`config.mk`:
```
export PLATFORM = sky130hd
export DESIGN_NAME = l2cb_bus_pin_logic
export DESIGN_NICKNAME = d
export VERILOG_FILES = /design/src/rtl/l2cb_bus_pin_logic.v /design/src/rtl/l2cb_odd_parity.v
export VERILOG_INCLUDE_DIRS = /design/src /design/src/rtl
export SDC_FILE = /design/constraint.sdc
export NUM_CORES = 1
export LEC_CHECK = 0
export ABC_AREA = 1
export BUFFER_PORTS_ARGS = -buffer_cell sky130_fd_sc_hd__buf_2
export CAP_MARGIN = 20
export CELL_PAD_IN_SITES_DETAIL_PLACEMENT = 1
export CELL_PAD_IN_SITES_GLOBAL_PLACEMENT = 1
export CORE_UTILIZATION = 33
export CTS_BUF_LIST = sky130_fd_sc_hd__clkbuf_4
export CTS_CLUSTER_SIZE = 12
export DETAILED_ROUTE_END_ITERATION = 16
export GPL_TIMING_DRIVEN = 0
export PLACE_DENSITY = 0.81
export SYNTH_ARGS = -nofsm -noshare
export SYNTH_HDL_FRONTEND = slang
export SYNTH_SLANG_ARGS = --single-unit
```
`constraint.sdc`:
```
create_clock -name core_clk -period 1.38 [get_ports core_clk]
set_input_delay 0.069 -clock core_clk [delete_from_list [all_inputs] [get_ports core_clk]]
set_output_delay 0.069 -clock core_clk [all_outputs]
set_load 0.005 [all_outputs]
```
`src/rtl/l2cb_consts.vh`:
```
// constants for the secondary cache processor bus pin logic
`ifndef L2CB_CONSTS_VH
`define L2CB_CONSTS_VH

// clock figures
`define L2CB_CLK_PERIOD_NS      40
`define L2CB_CLK_MHZ            25

// address bus shape
`define L2CB_ADDR_WIDTH         32
`define L2CB_PAR_WIDTH          4
`define L2CB_BYTE_WIDTH         8

// hard reset hold figure, in clock cycles, kept by the system
`define L2CB_HARD_RESET_IN_MIN_CYCLES  16

// parity error pulse: driven low for this many cycles, then released
`define L2CB_APE_DRIVE_CYCLES   1

// own address tenure length in cycles (abb and address driven)
`define L2CB_TENURE_CYCLES      2
`define L2CB_TENURE_CNT_W       4

// retry: asserted cycles, then one cycle of driven negation before release
`define L2CB_RETRY_ASSERT_CYCLES 1

`endif

```
`src/rtl/l2cb_bus_pin_logic.v`:
```
// processor bus side pin logic of a look-aside secondary cache
// What this block does
// - take address in; drive snoop address out
// - busy qualifies grants; driven during own tenure
// - parity error low one cycle after start
// - parity checking only while strap is low
// - retry asserted on snoop hitting dirty line
// - four processor grants combined by logical or
// - primary processor bus request is monitored
`timescale 1ns/1ps
`include "l2cb_consts.vh"

module l2cb_bus_pin_logic #(
  parameter ADDR_W     = `L2CB_ADDR_WIDTH,   // address lines
  parameter PAR_W      = `L2CB_PAR_WIDTH,    // parity bits, one per byte
  parameter TENURE_CYC = `L2CB_TENURE_CYCLES // own tenure length in cycles
) (
  // clock and reset (clock is the processor clock itself)
  input  wire              core_clk,
  input  wire              rst,
  // address lines, bit ADDR_W-1 is the most significant line
  input  wire [ADDR_W-1:0] addressLinesIn,
  output reg  [ADDR_W-1:0] addressLinesOut,
  output reg               addressLinesOe,
  // address parity bits, bit PAR_W-1 covers the top byte
  input  wire [PAR_W-1:0]  addressParityBitsIn,
  // parity error output, open drain style
  output reg               addressParityErrorOut_n,
  output reg               addressParityErrorOe,
  input  wire              parityEnableStrap_n,
  // transfer start from the bus
  input  wire              transferStart_n,
  // address bus busy, two way
  input  wire              addressBusBusyIn_n,
  output reg               addressBusBusyOut_n,
  output reg               addressBusBusyOe,
  // address retry, two way
  input  wire              addressRetryIn_n,
  output reg               addressRetryOut_n,
  output reg               addressRetryOe,
  // processor grants and request
  input  wire              primaryProcessorGrant_n,
  input  wire              secondProcessorGrant_n,
  input  wire              thirdProcessorGrant_n,
  input  wire              fourthProcessorGrant_n,
  input  wire              processorBusRequest_n,
  // core side: snoop address presentation
  input  wire              snoopReq,
  input  wire [ADDR_W-1:0] snoopAddr,
  output reg               snoopBusy,
  output reg               snoopDone,
  // core side: retry request after a dirty snoop hit
  input  wire              dirtySnoopHit,
  // core side: observed bus state
  output reg               anyGrant,
  output reg               grantQualified,
  output reg               busRequestSeen,
  output reg               retrySeen,
  output reg               addrCaptured,
  output reg  [ADDR_W-1:0] capturedAddr,
  output reg               parityErrPulse
);

  // one-hot tenure states
  localparam [2:0] ST_IDLE   = 3'h1;     // nothing pending
  localparam [2:0] ST_WAIT   = 3'h2;     // request held, waiting for grant
  localparam [2:0] ST_TENURE = 3'h4;     // driving busy and address

  localparam BYTE_W = `L2CB_BYTE_WIDTH;
  localparam CNT_W  = `L2CB_TENURE_CNT_W;
  localparam integer     TENURE_LAST_I = TENURE_CYC - 1;               // last tenure count, full width
  // only the low counter bits are kept; the counter is sized to hold the tenure
  localparam [CNT_W-1:0] TENURE_LAST   = TENURE_LAST_I[CNT_W-1:0];

  reg  [2:0]        state_r;             // tenure state
  reg  [2:0]        state_nxt;
  reg  [CNT_W-1:0]  tenureCnt_r;         // cycles spent in tenure
  reg  [CNT_W-1:0]  tenureCnt_nxt;
  reg  [ADDR_W-1:0] snoopAddr_r;         // address held for the tenure
  reg  [1:0]        retryPhase_r;        // bit1 assert low, bit0 drive high
  wire [PAR_W-1:0]  byteErr;             // per byte parity error
  wire              grantLow;            // any processor grant asserted
  wire              busFree;             // nobody holds the address bus
  wire              tsSeen;              // transfer start sampled
  wire              parityOn;            // strap enables checking
  wire              parityFault;         // error on a started transfer

  // any of four grants counts, so up to four processors share the cache
  assign grantLow = ~(primaryProcessorGrant_n & secondProcessorGrant_n &
                      thirdProcessorGrant_n & fourthProcessorGrant_n);

  // a grant is only usable while the address bus is not busy
  assign busFree  = addressBusBusyIn_n;

  assign tsSeen   = ~transferStart_n;
  assign parityOn = ~parityEnableStrap_n;

  // one checker per address byte
  genvar gi;
  generate
    for (gi = 0; gi < PAR_W; gi = gi + 1) begin : gParity
      l2cb_odd_parity #(
        .BYTE_W (BYTE_W)
      ) uParity (
        .byteIn (addressLinesIn[gi*BYTE_W +: BYTE_W]),
        .parIn  (addressParityBitsIn[gi]),
        .parErr (byteErr[gi])
      );
    end
  endgenerate

  // a fault only counts while the strap is low and a transfer starts
  assign parityFault = parityOn & tsSeen & (|byteErr);

  // next state for our own address tenure
  always @* begin
    state_nxt     = state_r;
    tenureCnt_nxt = tenureCnt_r;
    case (state_r)
      ST_IDLE: begin
        tenureCnt_nxt = {CNT_W{1'b0}};
        if (snoopReq) begin
          state_nxt = ST_WAIT;
        end
      end
      ST_WAIT: begin
        // grant qualified by a free bus before we take it
        if (grantLow && busFree) begin
          state_nxt = ST_TENURE;
        end
      end
      ST_TENURE: begin
        if (tenureCnt_r == TENURE_LAST) begin
          state_nxt     = ST_IDLE;
          tenureCnt_nxt = {CNT_W{1'b0}};
        end else begin
          tenureCnt_nxt = tenureCnt_r + 1'b1;
        end
      end
      default: begin
        // illegal code: fall back to idle rather than lock up
        state_nxt     = ST_IDLE;
        tenureCnt_nxt = {CNT_W{1'b0}};
      end
    endcase
  end

  // tenure state, counter and held address
  always @(posedge core_clk) begin
    if (rst) begin
      state_r      <= ST_IDLE;
      tenureCnt_r  <= {CNT_W{1'b0}};
      snoopAddr_r  <= {ADDR_W{1'b0}};
    end else begin
      state_r     <= state_nxt;
      tenureCnt_r <= tenureCnt_nxt;
      // address is latched at request so the core may change it after
      if (state_r == ST_IDLE && snoopReq) begin
        snoopAddr_r <= snoopAddr;
      end
    end
  end

  // pins driven during our own tenure; outputs come from flops
  always @(posedge core_clk) begin
    if (rst) begin
      addressLinesOut     <= {ADDR_W{1'b0}};
      addressLinesOe      <= 1'b0;
      addressBusBusyOut_n <= 1'b1;
      addressBusBusyOe    <= 1'b0;
      snoopBusy           <= 1'b0;
      snoopDone           <= 1'b0;
    end else begin
      // busy is held low for the whole tenure, the lines carry the address
      addressBusBusyOe    <= (state_nxt == ST_TENURE);
      addressBusBusyOut_n <= ~(state_nxt == ST_TENURE);
      addressLinesOe      <= (state_nxt == ST_TENURE);
      if (state_r == ST_IDLE && snoopReq) begin
        addressLinesOut <= snoopAddr;
      end else begin
        addressLinesOut <= snoopAddr_r;
      end
      snoopBusy <= (state_nxt != ST_IDLE);
      snoopDone <= (state_r == ST_TENURE) && (state_nxt == ST_IDLE);
    end
  end

  // parity error: low in the cycle after transfer start, then released
  always @(posedge core_clk) begin
    if (rst) begin
      addressParityErrorOut_n <= 1'b1;
      addressParityErrorOe    <= 1'b0;
      parityErrPulse          <= 1'b0;
    end else begin
      // a fresh fault on a back-to-back start re-drives the pin
      addressParityErrorOe    <= parityFault;
      addressParityErrorOut_n <= ~parityFault;
      parityErrPulse          <= parityFault;
    end
  end

  // retry: one cycle low, one cycle driven high so the line recovers fast
  always @(posedge core_clk) begin
    if (rst) begin
      retryPhase_r      <= 2'h0;
      addressRetryOut_n <= 1'b1;
      addressRetryOe    <= 1'b0;
    end else begin
      if (dirtySnoopHit) begin
        retryPhase_r <= 2'h2;
      end else begin
        retryPhase_r <= {1'b0, retryPhase_r[1]};
      end
      // a new hit while negating restarts the assertion
      addressRetryOe    <= dirtySnoopHit | retryPhase_r[1];
      addressRetryOut_n <= ~dirtySnoopHit;
    end
  end

  // observed bus state for the core
  always @(posedge core_clk) begin
    if (rst) begin
      anyGrant       <= 1'b0;
      grantQualified <= 1'b0;
      busRequestSeen <= 1'b0;
      retrySeen      <= 1'b0;
      addrCaptured   <= 1'b0;
      capturedAddr   <= {ADDR_W{1'b0}};
    end else begin
      anyGrant       <= grantLow;
      // our own busy also counts as the bus being held; busy in is not masked by our busy drive
      grantQualified <= grantLow & busFree;
      busRequestSeen <= ~processorBusRequest_n;
      retrySeen      <= ~addressRetryIn_n;
      // capture processor address at transfer start, except our own
      addrCaptured   <= tsSeen & ~addressLinesOe;
      if (tsSeen && !addressLinesOe) begin
        capturedAddr <= addressLinesIn;
      end
    end
  end

endmodule // l2cb_bus_pin_logic

```
`src/rtl/l2cb_odd_parity.v`:
```
// odd parity checker for one address byte and its parity bit
`timescale 1ns/1ps

module l2cb_odd_parity #(
  parameter BYTE_W = 8                // bits in one checked byte
) (
  // checked byte
  input  wire [BYTE_W-1:0] byteIn,    // address byte
  input  wire              parIn,     // its parity bit
  // result
  output wire              parErr     // high when byte plus parity has even ones
);

  // odd parity: the total count of ones must be odd, otherwise an error
  assign parErr = ~(^{byteIn, parIn});

endmodule // l2cb_odd_parity

```
---- After elaboration in Yosys (flattened, before gate mapping) ----
Index checks and enable logic that the tools add are counted.
cells by class
  reduce and logical (&&, ||, !) cells .... 10
  equal/unequal tests ..................... 7
  mux-type cells .......................... 7
  $add $sub $neg .......................... 1
  bitwise logic cells ..................... 21
operators with widths
  operator                                                count
  XOR reduction 9 bit                                     4
  inverter 1 bit                                          13
  two-way mux 3 bit                                       3
  one-hot mux 3 bit (3 select lines)                      1
  one-hot mux 4 bit (2 select lines)                      1
  bitwise AND 1 bit                                       7
  == test 3 x 1 -> 1 bit (second input constant)          2
  == test 3 bit (second input constant)                   2
  adder 4 x 1 -> 4 bit (second input constant)            1
  == test 4 x 1 -> 1 bit (second input constant)          1
  logical AND 1 bit                                       4
  two-way mux 4 bit                                       1
  OR reduction 4 bit                                      1
  == test 3 x 2 -> 1 bit (second input constant)          1
  inequality test 3 x 1 -> 1 bit (second input constant)  1
  two-way mux 2 bit                                       1
  zero test 1 bit                                         1
  bitwise OR 1 bit                                        1
storage, ports and cells
  register bits after elaboration ......... 85
  logic and storage cells ................. 64

---- Depth between registers and ports, before layout ----
  word-level depth ........................ 9
  mapped depth ............................ 12
  gate-level depth less buffers ........... 12

---- Cells and area by module ----
Synthesis repeated with hierarchy kept, for this count alone.
unflattened totals
  cell total of the unflattened synthesis .. 595
  area total of the unflattened synthesis .. 3832.4 sq um
modules (own cells, without submodules)
  module              times used  cells an instance  area each (sq um)  sequential area each (sq um)
  l2cb_bus_pin_logic  1           447                3221.8             1701.6
  l2cb_odd_parity     4           37                 152.6              0.0

---- Least setup slack after synthesis ----
No wires, ideal clock.
  path kind ............................... register -> register
  from .................................... register tenureCnt_r[1]
  to ...................................... register state_r[0]
  path buffers ............................ 0
  data required time ...................... 1.252 ns
  period minus slack after synthesis ...... 1.207 ns
  arrival ................................. 1.079 ns
  setup slack ............................. 0.173 ns
  stages on the path, launching flop included .. 9
  cells stage by stage .................... dfxtp_1 -> inv_1 -> ha_1 -> nand2_1 -> inv_1 -> nor2_1 -> nor3_1 -> a21oi_1 -> nand2_1
between the ends
  word-level cells in the longest chain between the ends .. 3
ends and longest elaborated chain
  what                                RTL line                  RTL
  start: declaration                  l2cb_bus_pin_logic.v:77   reg [CNT_W-1:0] tenureCnt_r;
  start signal: assignment            l2cb_bus_pin_logic.v:152  tenureCnt_r <= {CNT_W{1'b0}};
  start signal: assignment            l2cb_bus_pin_logic.v:156  tenureCnt_r <= tenureCnt_nxt;
  == test 4 x 1 -> 1 bit              l2cb_bus_pin_logic.v:133  if (tenureCnt_r == TENURE_LAST) begin
  two-way mux 3 bit                   l2cb_bus_pin_logic.v:133
  one-hot mux 3 bit (3 select lines)  l2cb_bus_pin_logic.v:119  case (state_r)
  end signal: assignment              l2cb_bus_pin_logic.v:155  state_r <= state_nxt;
  end: declaration                    l2cb_bus_pin_logic.v:75   reg [2:0] state_r;
No other way between the ends.
A chain may end at the register's enable or synchronous reset.

---- Worst setup path after layout ----
  from .................................... register state_r[0]
  to ...................................... register addressLinesOut[17]
between the ends
  word-level cells in the longest chain between the ends .. 2
ends and longest elaborated chain
  what                    RTL line                  RTL
  == test 3 x 1 -> 1 bit  l2cb_bus_pin_logic.v:178  if (state_r == ST_IDLE && snoopReq) begin
  logical AND 1 bit       l2cb_bus_pin_logic.v:178
  end signal: assignment  l2cb_bus_pin_logic.v:167  addressLinesOut <= {ADDR_W{1'b0}};
  end signal: assignment  l2cb_bus_pin_logic.v:179  addressLinesOut <= snoopAddr;
  end signal: assignment  l2cb_bus_pin_logic.v:181  addressLinesOut <= snoopAddr_r;
  end: declaration        l2cb_bus_pin_logic.v:23   output reg [ADDR_W-1:0] addressLinesOut,
No other way between the ends.

==> flow_summary.ini <==
[power_and_ir_drop]
swShare_pct = 32.7
max-vdd-ir-drop_v = 0.000585
power_density_nw_per_um2 = 969
pwr-share-seq_pct = 50.1
p_sw_w = 0.00180
comb_power_share_pct = 26.0
leakage_nw = 2.93
total_power_w = 0.00552
p_int_w = 0.00371
p_clk_share_pct = 23.9

[clock_network]
numCtsBuffers = 9
clock_latency_ns = 0.43
clock-sinks = 85
clkTransAtPathRegs_ns = 0.16
clk_path_buf_depth = 2
cts_tree = done
htreeDepth = 3
root_buffer = clkbuf_4

[finish]
drive_above_1_share_pct = 32.8
multi_input_area_um2 = 1710
fin_cells = 887
area_growth_pct = 58.0
post-route-util_pct = 54.4
register_area_um2 = 1710
layout.nets = 828
n_fill_cell = 1355

[flow_run]
maxCapViolations = 0

[synthesis]
synth_top_cell_by_area = dfxtp_1
synth_area_um2 = 3600
ys_seq_elements = 85
synthesis.nets = 577
synth_compound_area_share_pct = 13.1
synth_area_per_cell_um2 = 7.29
synthMuxAreaShare_pct = 0
yosys.cell_types.count = 28
synth-simple-area-share_pct = 27.1
synthTopCellsByArea = dfxtp_1 47%, nand2_1 10%, nor2_1 9.5%
seq_area_frac_synth_pct = 47.2
synth-xor-area-share_pct = 2.92
ys_warn_count = 0
synth_top_family_by_area = simple AND/OR/NAND/NOR gates
synth_top_area_share_pct = 47.2
synthCells = 494
synthAdderAreaFrac_pct = 0.694

[place]
dp_hpwl_mm = 8.61
gp_congestion = 0.753
port-buffer-count = 159
placedCellCount = 789

[worst_setup_path]
cp.depth = 8
critPathLaunchType = flop
crit_family = simple AND/OR/NAND/NOR gates
path_cells = inv_2, nor3_4, inv_2, nor2_8, buf_4, buf_6, o21ai_0, nor2_1
slowest_stage = dfxtp_2
r2r_cells = 8
critical_path_class = flop to flop
cp_data_arrival_time_ns = 1.79
cp.required_ns = 1.77
max_stage_delay_ns = 0.39
endpoint_kind = flop
critPathBufInv = 4
path_common_cell = inv_2
worst-path-max-fanout = 6

[timing]
rsz0062_at_grt = true
slew_viol_final = 0
clock_skew_ns = 0.0119
slew-limit-headroom_pct = 66.5
setup_violations = 2
hold_viol_final = 0
timing.fmax_ghz = 0.716
final.period_utilization_pct = 101
fin_crit_ns = 1.40
finalSetupTns_ns = -0.0228
worst_slack_ns = -0.0161
tightest_slew_ns = 0.502
hold-worst-slack_ns = 0.0628

[grt]
grt_remaining_overflow = 0
grt_pass1_vias = 4478
grt_max_degree = 16
antenna_found_initial = 1
track_usage_pct = 23.5
grt_pass1_wl_mm = 20.9

[detailed_routing]
drt-initial-drc-count = 146
via_count = 4204
drc = 0
dr.pass1.iters = 4
avgViaCountPerCell = 4.74
wl_per_cell_um = 15.7
antenna_left = 0
wl_mm = 14.0

[floorplanning]
die_width_um = 106
die-height_um = 106
initial_core_util_pct = 34.4
rows = 37
coreArea_um2 = 10500
io_pins = 160
fp.dieArea_um2 = 11300

[hold_path]
hold_depth = 4
hold_class = input pin to flop

[outcome]
violations = negative setup slack
status = finished with violations
Yosys cell counts (all sizes together):
cell / n
dfxtp: 85
inv: 49
clkbuf: 10
a2bb2oi: 1
nand2: 100
o21bai: 1
nor3: 4
nand3: 13
ha: 2
o21ai: 66
or2: 1
nand3b: 1
a21oi: 24
xor2: 4
xnor2: 8
nand4: 1
nor2: 112
buf: 12
layout by cell type, fill, tap and decap left out, drive strengths merged:
| master | Yosys | final |
|---|---|---|
| nor2 | 112 | 112 |
| clkinvlp | 0 | 1 |
| nand3 | 13 | 13 |
| ha | 2 | 2 |
| inv | 49 | 50 |
| buf | 12 | 177 |
| or2 | 1 | 1 |
| clkinv | 0 | 5 |
| nand4 | 1 | 1 |
| o21bai | 1 | 1 |
| clkbuf | 10 | 20 |
| dfxtp | 85 | 85 |
| a21oi | 24 | 24 |
| dlygate4sd3 | 0 | 74 |
| o21ai | 66 | 66 |
| nor3 | 4 | 4 |
| nand3b | 1 | 1 |
| diode | 0 | 1 |
| xnor2 | 8 | 8 |
| a2bb2oi | 1 | 1 |
| nand2 | 100 | 100 |
| xor2 | 4 | 4 |
per-stage QoR:
step | instance area (µm²) | setup WS [ns]
after CTS | 5430 | -0.0158
after floorplan | 3600 | 0.173
final | 5690 | -0.0161
after detailed placement | 4570 | -0.100
after global placement | 4570 | -0.0785
after global routing | 5690 | -0.121
what timing repair did:
action | 4_1_cts | 5_1_grt
endpoints found under the setup margin | 46 | 67
setup buffers | 0 | 5
cloned | 0 | 3
hold buffers | 74 | 0
pin swaps | 0 | 4
endpoints found under the hold margin | 75 | 0
gates resized for setup | 3 | 54
state kept, by name, indices dropped and copies added, names as in the netlist, 3 cells and up:
signal,flops
addressLinesOut,32
state_r,3
tenureCnt_r,4
capturedAddr,32
logic make-up after synthesis:
group / count (synthesis)
AO/OA/AOI/OAI: 92
XOR/XNOR: 12
adder cells (fa/ha/maj): 2
buffers and inverters: 71
AND/OR/NAND/NOR: 232
flip-flops: 85
final timing paths:
| check | from | end | slack [ns] |
|---|---|---|---|
| worst max-delay path | state_r[0] | addressLinesOut[17] | -0.02 |
| worst min-delay path | transferStart_n | capturedAddr[16] | 0.06 |
| worst max register to register | state_r[0] | addressLinesOut[17] | -0.02 |
| worst min register to register | retryPhase_r[1] | addressRetryOe | 0.47 |
area by class of cell:
type                    count  area share [%]
clock inverters             7           0.879
repair buffers            241            28.7
diodes                      1          0.0440
inverters                  49            3.36
plain buffers              21            2.81
well taps                 136            2.99
clock buffers               9            1.19
multi-input cells         338            30.0
flip-flops and latches     85            30.0
routing by layer:
metal / vias up / routed length [µm] / track usage, %
li1: 2042 / - / -
met1: 1982 / 5390 / 23.6
met2: 148 / 7440 / 46.3
met3: 32 / 738 / 4.35
met4: 0 / 391 / 10.2
met5: - / 0 / 0
tightest hold or removal path, delay by kind of cell:
family / cells / cell delay [ns]
buffers and inverters: 1 / 0.10
AOI/OAI and AO/OA: 2 / 0.21
and+or+nand+nor: 1 / 0.07
power groups by stage:
| stage | combinational (W) | clock, W | sequential (W) |
|---|---|---|---|
| 5_1_grt | 0.00157 | 0.00146 | 0.00278 |
| 3_5_place_dp | 0.00108 | 0 | 0.00280 |
| 2_1_floorplan | 0.000559 | 0 | 0.00281 |
| 6_report | 0.00143 | 0.00132 | 0.00277 |
| 3_3_place_gp | 0.00103 | 0 | 0.00279 |
| 4_1_cts | 0.00125 | 0.00133 | 0.00275 |
(Power assumes the default switching activity.)
